File: src/hw/ivm_params.svh
`ifndef IVM_PARAMS_SVH
`define IVM_PARAMS_SVH
// vector addresses in program memory (24-bit)
`define IVM_VEC_RESET 24'h00_8000
`define IVM_VEC_TRAP 24'h00_8004
`define IVM_VEC_IRQ_BASE 24'h00_8008
`define IVM_VEC_STRIDE 24'h00_0004
`define IVM_VEC_RSVD_LO 24'h00_806C
`define IVM_VEC_RSVD_HI 24'h00_807C
// number of irq lines
`define IVM_NUM_IRQ 25
// wakeup capability per irq, bit n = irq n
`define IVM_WAKE_HALT 25'h008_05F8
`define IVM_WAKE_AHALT 25'h008_05FA
// irq numbers with special meaning
`define IVM_IRQ_PORT_A 3
`endif

File: src/hw/ivm_pkg.sv
package ivm_pkg;
  typedef logic [23:0] ivm_vec_t;
  typedef logic [4:0] ivm_irq_t;
  typedef enum logic [1:0] {
    IVM_RUN,
    IVM_HALT,
    IVM_AHALT
  } ivm_mode_e;
endpackage : ivm_pkg

File: src/hw/ivm_prio_enc.sv
`include "ivm_params.svh"
// lowest-numbered pending request wins
module ivm_prio_enc #(
  parameter int N = `IVM_NUM_IRQ
) (
  // requests
  input wire logic [N-1:0] req,
  // winner
  output logic any,
  output ivm_pkg::ivm_irq_t idx
);
  // the winner index is five bits wide
  if (N < 1 || N > 32) begin : g_bad_n
    $error("ivm_prio_enc: N out of range");
  end
  always_comb begin
    any = 1'b0;
    idx = '0;
    for (int i = N - 1; i >= 0; i--) begin
      if (req[i]) begin
        any = 1'b1;
        idx = ivm_pkg::ivm_irq_t'(i);
      end
    end
  end
endmodule : ivm_prio_enc

File: src/hw/ivm_top.sv
`include "ivm_params.svh"
// Contract
// irq0 top-level pin, 8008, never wakes
// irq1 auto-wakeup, 800C, wakes active-halt only
// irq3 port A, 8014, wakes except bit one
// irq4-7 ports B-E, 8018-8024, wake both
// irq8 CAN rx wakes; irq9 CAN other doesn't
// irq10 SPI, 8030, wakes both modes
// irq11/12 advanced timer, non-waking
// irq13-16 general timers, non-waking
// irq17/18 and 20/21 serial ports, non-waking
// irq19 I2C, 8054, wakes both modes
// irq22 converter, irq23 basic timer, non-waking
// irq24 flash, irq2 clock, non-waking
// reset 8000, trap 8004, 806C-807C unused
// lowest pending irq number presented first
module ivm_top (
  // clock and reset
  input wire logic clk,
  input wire logic rst_n,
  // core state
  input wire ivm_pkg::ivm_mode_e core_mode,
  input wire logic trap_req,
  input wire logic reset_fetch,
  // request lines, bit n = irq n, level, same clock
  input wire logic [`IVM_NUM_IRQ-1:0] irq_req,
  input wire logic [`IVM_NUM_IRQ-1:0] irq_en,
  // port A change came only from bit one
  input wire logic port_a_bit_one_only,
  // to core
  output logic vec_valid,
  output ivm_pkg::ivm_vec_t vec_addr,
  output ivm_pkg::ivm_irq_t vec_irq,
  output logic vec_is_irq,
  output logic wake
);
  typedef struct packed {
    logic valid;
    ivm_pkg::ivm_vec_t addr;
    ivm_pkg::ivm_irq_t irq;
    logic is_irq;
    logic wake;
  } ivm_state_s;
  typedef enum logic [1:0] {
    IVM_SRC_NONE,
    IVM_SRC_RESET,
    IVM_SRC_TRAP,
    IVM_SRC_IRQ
  } ivm_src_e;

  ivm_state_s state;
  ivm_state_s next_state;
  logic [`IVM_NUM_IRQ-1:0] pend;
  logic [`IVM_NUM_IRQ-1:0] wake_mask;
  logic any;
  ivm_pkg::ivm_irq_t win;
  ivm_src_e src;

  function automatic ivm_pkg::ivm_vec_t irq_vector(input ivm_pkg::ivm_irq_t n);
    // irq n sits one stride past irq n-1; reserved slots never produced
    irq_vector = `IVM_VEC_IRQ_BASE + 24'(n) * `IVM_VEC_STRIDE;
  endfunction : irq_vector

  // wake capability of one line in one stop mode; port A bit one is masked at run time
  function automatic logic irq_wakes(input ivm_pkg::ivm_irq_t n, input logic active_halt);
    unique case (n)
      5'h00: irq_wakes = 1'b0;
      5'h01: irq_wakes = active_halt;
      5'h02: irq_wakes = 1'b0;
      5'h03: irq_wakes = 1'b1;
      5'h04: irq_wakes = 1'b1;
      5'h05: irq_wakes = 1'b1;
      5'h06: irq_wakes = 1'b1;
      5'h07: irq_wakes = 1'b1;
      5'h08: irq_wakes = 1'b1;
      5'h09: irq_wakes = 1'b0;
      5'h0A: irq_wakes = 1'b1;
      5'h0B: irq_wakes = 1'b0;
      5'h0C: irq_wakes = 1'b0;
      5'h0D: irq_wakes = 1'b0;
      5'h0E: irq_wakes = 1'b0;
      5'h0F: irq_wakes = 1'b0;
      5'h10: irq_wakes = 1'b0;
      5'h11: irq_wakes = 1'b0;
      5'h12: irq_wakes = 1'b0;
      5'h13: irq_wakes = 1'b1;
      5'h14: irq_wakes = 1'b0;
      5'h15: irq_wakes = 1'b0;
      5'h16: irq_wakes = 1'b0;
      5'h17: irq_wakes = 1'b0;
      5'h18: irq_wakes = 1'b0;
      default: irq_wakes = 1'b0;
    endcase
  endfunction : irq_wakes

  // whole capability table of one stop mode, bit n = irq n
  function automatic logic [`IVM_NUM_IRQ-1:0] wake_table(input logic active_halt);
    logic [`IVM_NUM_IRQ-1:0] t;
    t = '0;
    for (int i = 0; i < `IVM_NUM_IRQ; i++) begin
      t[i] = irq_wakes(ivm_pkg::ivm_irq_t'(i), active_halt);
    end
    wake_table = t;
  endfunction : wake_table

  // the slots above the last irq vector
  function automatic logic in_reserved(input ivm_pkg::ivm_vec_t a);
    in_reserved = a >= `IVM_VEC_RSVD_LO && a <= `IVM_VEC_RSVD_HI;
  endfunction : in_reserved

  // the core fetches from fixed slots, so a header whose slots overlap or fall out of order is refused
  if (`IVM_NUM_IRQ < 1 || `IVM_NUM_IRQ > 32) begin : g_bad_count
    $error("ivm_top: irq count does not fit the irq number");
  end
  if ($bits(ivm_pkg::ivm_irq_t) < $clog2(`IVM_NUM_IRQ)) begin : g_bad_width
    $error("ivm_top: irq number too narrow for the request lines");
  end
  if (`IVM_IRQ_PORT_A >= `IVM_NUM_IRQ) begin : g_bad_port_a
    $error("ivm_top: port A irq outside the request lines");
  end
  if (`IVM_VEC_RESET + `IVM_VEC_STRIDE != `IVM_VEC_TRAP) begin : g_bad_trap
    $error("ivm_top: trap vector must follow the reset vector");
  end
  if (`IVM_VEC_TRAP + `IVM_VEC_STRIDE != `IVM_VEC_IRQ_BASE) begin : g_bad_base
    $error("ivm_top: irq vectors must follow the trap vector");
  end
  if (`IVM_VEC_RSVD_HI < `IVM_VEC_RSVD_LO) begin : g_bad_rsvd
    $error("ivm_top: reserved range is empty");
  end
  if (`IVM_VEC_IRQ_BASE + (`IVM_NUM_IRQ - 1) * `IVM_VEC_STRIDE >= `IVM_VEC_RSVD_LO) begin : g_bad_top
    $error("ivm_top: irq vectors run into the reserved slots");
  end
  if (wake_table(1'b0) != `IVM_WAKE_HALT) begin : g_bad_halt
    $error("ivm_top: halt wake mask disagrees with the per-irq table");
  end
  if (wake_table(1'b1) != `IVM_WAKE_AHALT) begin : g_bad_ahalt
    $error("ivm_top: active-halt wake mask disagrees with the per-irq table");
  end

  // no irq slot may land among the reserved ones
  for (genvar g = 0; g < `IVM_NUM_IRQ; g++) begin : g_slot
    if (in_reserved(irq_vector(ivm_pkg::ivm_irq_t'(g)))) begin : g_bad
      $error("ivm_top: an irq vector lands in a reserved slot");
    end
  end

  assign pend = irq_req & irq_en;

  ivm_prio_enc #(.N(`IVM_NUM_IRQ)) u_prio (
    .req(pend),
    .any(any),
    .idx(win)
  );

  always_comb begin
    // per-mode capability table; port A masked when only bit one changed
    unique case (core_mode)
      ivm_pkg::IVM_HALT: wake_mask = `IVM_WAKE_HALT;
      ivm_pkg::IVM_AHALT: wake_mask = `IVM_WAKE_AHALT;
      default: wake_mask = '0;
    endcase
    if (port_a_bit_one_only) begin
      wake_mask[`IVM_IRQ_PORT_A] = 1'b0;
    end
  end

  // reset has top precedence, then trap, then irqs
  always_comb begin
    if (reset_fetch) begin
      src = IVM_SRC_RESET;
    end else if (trap_req) begin
      src = IVM_SRC_TRAP;
    end else if (any) begin
      src = IVM_SRC_IRQ;
    end else begin
      src = IVM_SRC_NONE;
    end
  end

  always_comb begin
    next_state = state;
    next_state.wake = |(pend & wake_mask);
    unique case (src)
      IVM_SRC_RESET: begin
        next_state.valid = 1'b1;
        next_state.addr = `IVM_VEC_RESET;
        next_state.irq = '0;
        next_state.is_irq = 1'b0;
        next_state.wake = core_mode != ivm_pkg::IVM_RUN;
      end
      IVM_SRC_TRAP: begin
        next_state.valid = 1'b1;
        next_state.addr = `IVM_VEC_TRAP;
        next_state.irq = '0;
        next_state.is_irq = 1'b0;
      end
      IVM_SRC_IRQ: begin
        next_state.valid = !in_reserved(irq_vector(win));
        next_state.addr = irq_vector(win);
        next_state.irq = win;
        next_state.is_irq = 1'b1;
      end
      IVM_SRC_NONE: begin
        next_state.valid = 1'b0;
        next_state.is_irq = 1'b0;
      end
    endcase
  end

  always_ff @(posedge clk or negedge rst_n) begin
    if (!rst_n) begin
      state <= '0;
    end else begin
      state <= next_state;
    end
  end

  assign vec_valid = state.valid;
  assign vec_addr = state.addr;
  assign vec_irq = state.irq;
  assign vec_is_irq = state.is_irq;
  assign wake = state.wake;
endmodule : ivm_top

File: config.mk
export PLATFORM = sky130hd
export DESIGN_NAME = ivm_top
export DESIGN_NICKNAME = d
export VERILOG_FILES = /design/src/hw/ivm_pkg.sv /design/src/hw/ivm_prio_enc.sv /design/src/hw/ivm_top.sv
export VERILOG_INCLUDE_DIRS = /design/src /design/src/hw
export SDC_FILE = /design/constraint.sdc
export NUM_CORES = 1
export LEC_CHECK = 0
export ABC_CLOCK_PERIOD_IN_PS = 980
export BUFFER_PORTS_ARGS = -buffer_cell sky130_fd_sc_hd__buf_2
export CORE_ASPECT_RATIO = 0.9
export CORE_MARGIN = 8
export CORE_UTILIZATION = 38
export CTS_CLUSTER_SIZE = 25
export DETAILED_ROUTE_END_ITERATION = 8
export PLACE_DENSITY = 0.77
export RECOVER_POWER = 25
export SYNTH_ARGS = -nofsm -noshare
export SYNTH_HDL_FRONTEND = slang
export SYNTH_SLANG_ARGS = --single-unit
File: constraint.sdc
create_clock -name clk -period 0.98 [get_ports clk]
set_clock_uncertainty 0.15 [all_clocks]
set_input_delay 0.147 -clock clk [delete_from_list [all_inputs] [get_ports clk]]
set_output_delay 0.147 -clock clk [all_outputs]
set_load 0.03 [all_outputs]
-- Yosys cells after proc, flatten, opt, wreduce, memory -nomap -nowiden
Cells that the tools add are included.
- bits of input ports: 57
- output and inout port bits: 32
- logic and storage cells: 82
- register bits: 32
- equal/unequal tests: 5
- $lt $le $gt $ge: 2
- $add $sub $neg: 1
- bitwise operators: 2
- multiplexer cells: 59
- reduce and logical (&&, ||, !) cells: 8
- operators with widths (operator ; count):
    $mux 5 ; 25
    $pmux 29 s3 ; 1
    $and 25x25->25 ; 2
    $pmux 20 s2 ; 1
    $mux 1 ; 27
    $reduce_or 25->1 ; 1
    $ge 24x16->1 const B ; 1
    $le 24x16->1 const B ; 1
    $add 16x7->17 const A ; 1
    $eq 2x2->1 const B ; 3
    $mux 2 ; 3
    $eq 2x1->1 const B ; 2
    $pmux 1 s3 ; 1
    $reduce_bool 3->1 ; 1
    $reduce_or 3->1 ; 1
    $logic_not 2->1 ; 1
    $pmux 1 s2 ; 1
    $reduce_bool 2->1 ; 1
    $reduce_or 2->1 ; 1
    $logic_and 1x1->1 ; 1
    $logic_not 1->1 ; 1

-- Logic depth before layout (Yosys ltp)
- depth after elaboration: 32
- gate-level depth with buffers: 9
- gate-level depth less buffers: 9

-- Hierarchy
A second synthesis with hierarchy kept.
- cell total of the unflattened synthesis: 161
- area total of the unflattened synthesis: 1305.0 um^2
- by module, submodules not included (module ; times used ; seq. area each (um^2) ; area an instance (um^2) ; cells an instance):
    ivm_top ; 1 ; 375.4 ; 1009.7 ; 112
    ivm_prio_enc ; 1 ; 0.0 ; 295.3 ; 49

-- Least setup slack after synthesis
OpenSTA, ideal clock, no wires.
- kind: in2reg
- from: in irq_req[20]
- to: reg state, in the netlist vec_valid
- required time: 0.740 ns
- setup slack: -1.004 ns
- buffers on the path: 0
- cell stages on the path: 8
- library setup time: 0.090 ns
- data arrival time: 1.744 ns
- cells stage by stage: a22o_1 -> o2111ai_1 -> a211oi_2 -> nor3b_2 -> ha_1 -> and2_1 -> a41o_1 -> o221ai_1
- RTL lines (what ; RTL line ; source):
    start, declared ; ivm_top.sv:26 ; input wire logic [`IVM_NUM_IRQ-1:0] irq_req,
    end signal, assigned ; ivm_top.sv:214 ; state <= next_state;
    end, declared ; ivm_top.sv:51 ; ivm_state_s state;

==> results.json <==
{
  "hpwl_mm": 3.730,
  "drt_wl_total_mm": 5.790,
  "synth_top_family_by_area": "compound AO/OA/AOI/OAI gates",
  "cts.sinks": 15,
  "n_fill_cell": 210,
  "hold_slack_ps": 38.08,
  "critical-path-max-stage-delay_ps": 300,
  "post-route-period-util_pct": 193.4,
  "synthSimpleGateAreaFrac_pct": 22.49,
  "area_delta_synth_final_pct": 99.71,
  "synth_compound_area_share_pct": 33.78,
  "layout.nets": 349,
  "antenna_found_initial": 0,
  "gr-total-overflow": 0,
  "muxShareOfSynthArea_pct": 0,
  "r2r_slack_ps": -200,
  "grt_max_degree": 16,
  "ys_async_sr_fraction_pct": 100.0,
  "netlist_instances": 150,
  "synth_flop_cell": "dfrtp_1",
  "final_cell_mix": "buf_4, buf_2, buf_6, nand2_1, conb_1",
  "worst-path-max-fanout": 3,
  "worstSetupStartpointType": "primary input",
  "dp_cells": 304,
  "leakage_nw": 1.330,
  "avgSynthCellArea_um2": 8.717,
  "layout-drive-gt1-share_pct": 64.58,
  "synth_seq_cells": 15,
  "critPathSlowestCell": "a211oi_2",
  "finalHoldViolCount": 0,
  "cts_tree": "done",
  "clkTransAtPathRegs_ps": 60,
  "numCtsBuffers": 3,
  "cap_violations": 0,
  "vias": 1768,
  "via_per_inst": 5.325,
  "multi_input_area_mm2": 0.001052,
  "root_buffer": "clkbuf_8",
  "r2r-end": "vec_addr[5]$_DFFE_PN0P_",
  "power_switching_uw": 787.6,
  "setup_viol": 30,
  "drt_pass1_iterations": 4,
  "grt_pass1_vias": 1855,
  "rows": 20,
  "drtIter0Drc": 124,
  "power_frac_seq_pct": 29.4,
  "drc": 0,
  "cp_cell_sequence": "buf_6 -> a22o_1 -> o211a_1 -> a211oi_2 -> nor3b_2 -> ha_4 -> and2_4 -> a41o_1 -> o221ai_2",
  "finalWorstSetupSlack_ps": -915.6,
  "cp-end-kind": "flip-flop",
  "grt.total_usage_pct": 19.06,
  "cts_buffer_depth": 2,
  "die_area_mm2": 0.005577,
  "crit_buf_inv": 1,
  "worstSetupPathDepth": 9,
  "setup_tns_ps": -12370,
  "ys_warn_count": 0,
  "synth-xor-area-share_pct": 0.6699,
  "die_y_um": 71.65,
  "worstSetupPathType": "primary input to flip-flop",
  "core-area_mm2": 0.003328,
  "hp-class": "primary input to flip-flop",
  "slew_violations": 0,
  "io_buffers": 71,
  "synth_fa_ha_area_share_pct": 2.871,
  "ys_seq_area_share_pct": 28.71,
  "cp.required_ps": 980,
  "clkPwrFrac_pct": 21.6,
  "grt_pass1_wl_mm": 8.652,
  "switching_share_pct": 34.90,
  "final_cells": 332,
  "gp_congestion": 0.8906,
  "initial_core_util_pct": 39.29,
  "netlist_area_mm2": 0.001308,
  "utilization_pct": 78.46,
  "worstSkewPairLatency_ps": 240,
  "combPwrFrac_pct": 49.0,
  "min_period_ps": 1896,
  "fmax_ghz": 0.5275,
  "critPathArrivalTime_ps": 1890,
  "cts_max_level": 1,
  "synth_cell_types": 46,
  "vdd.ir_drop.worst_uv": 486.9,
  "violations": "negative setup slack",
  "cp-endpoint": "vec_valid$_DFF_PN0_",
  "die_w_um": 77.83,
  "antenna_left": 0,
  "rr_worst_depth": 2,
  "wl_per_cell_um": 17.44,
  "p_int_mw": 1.469,
  "rsz0062_at_grt": "true",
  "n_antenna_cell": 0,
  "synth_edf_count": 0,
  "register_area_um2": 375.4,
  "final_common_cell": "buf_4",
  "io-pin-count": 89,
  "p_per_area_mw_per_mm2": 864.1,
  "rr_startpoint": "vec_addr[5]$_DFFE_PN0P_",
  "detailedPlace.worstSlack_ps": -1134,
  "status": "finished with violations",
  "path_delay_family": "compound AO/OA/AOI/OAI gates",
  "crit_start": "irq_en[15]",
  "min_path_cells": 3
}
==> registers in the layout, indices dropped and copies added (netlist names) <==
signal	count
vec_valid	1
vec_irq	5
vec_is_irq	1
wake	1
vec_addr	7
==> repair_timing <==
item | 4_1_cts | 5_1_grt
setup buffers | 15 | 15
hold buffers | 1 | 0
pin swaps | 29 | 30
endpoints found under the setup margin | 30 | 30
gates resized for setup | 70 | 30
hold endpoints to repair | 15 | 0
==> power groups by stage <==
stage / sequential (mW) / clock, mW / combinational (mW)
final: 0.662 / 0.487 / 1.11
after global placement: 0.665 / 0 / 0.803
after CTS: 0.661 / 0.502 / 0.992
after detailed placement: 0.665 / 0 / 0.817
after global routing: 0.664 / 0.529 / 1.18
after floorplan: 0.717 / 0 / 0.411
==> metal layers <==
metal | global-route usage, % | wire [µm] | up-vias
met5 | 0 | 0 | -
met4 | 7.531 | 255 | 0
met3 | 4.750 | 321 | 24
met2 | 34.20 | 3019 | 79
met1 | 20.93 | 2194 | 854
li1 | - | - | 811
==> area by class of cell <==
class	instances	area share, %
multi-input cells	129	40.30
repair buffers	136	40.92
clock buffers	4	1.725
well taps	44	2.108
flip-flops and latches	15	14.37
inverters	4	0.5750
==> worst min-delay path, delay by kind of cell <==
kind                   cells  cell delay [ps]
buffers and inverters      2              200
AOI/OAI and AO/OA          1               40
==> Yosys cell counts, drive strengths merged, types with 2 or more instances <==
master  count  area, µm²
nand2      22      82.58
buf        17      127.6
dfrtp      15      375.4
nor2       13      56.30
a21oi      12      60.06
a22oi      12      128.9
a22o        4      35.03
inv         4      15.01
nand3       4      20.02
a32o        3      30.03
ha          3      37.54
nand2b      3      26.27
o211ai      3      22.52
or3         3      23.77
a211oi      2      20.02
a31oi       2      12.51
and2        2      12.51
nand4       2      18.77
o211a       2      20.02
o21a        2      15.01
o21ai       2      10.01
==> cell families after synthesis <==
logic type | Yosys count
other | 1
flip-flops | 15
XOR/XNOR | 1
AO/OA/AOI/OAI | 54
buffers and inverters | 22
AND/OR/NAND/NOR | 54
adder cells (fa/ha/maj) | 3
==> per-stage QoR <==
| step | power [mW] | cell area, µm² |
|---|---|---|
| floorplan | 1.128 | 1374 |
| global placement | 1.467 | 1961 |
| detailed placement | 1.483 | 1961 |
| CTS | 2.155 | 2395 |
| global route | 2.373 | 2611 |
| finish | 2.256 | 2611 |
==> worst min-delay path by stage <==
| stage | start | end | slack [ps] |
|---|---|---|---|
| after floorplan | rst_n | vec_addr[15]$_DFFE_PN0P_ | -300 |
| after global placement | rst_n | vec_addr[5]$_DFFE_PN0P_ | -80 |
| after detailed placement | rst_n | vec_addr[7]$_DFFE_PN0P_ | -90 |
| after CTS | reset_fetch | vec_addr[2]$_DFFE_PN0P_ | 30 |
| after global routing | reset_fetch | vec_addr[2]$_DFFE_PN0P_ | 40 |
| final | reset_fetch | vec_addr[2]$_DFFE_PN0P_ | 40 |
Note: power is estimated with default switching activity, not from simulation.
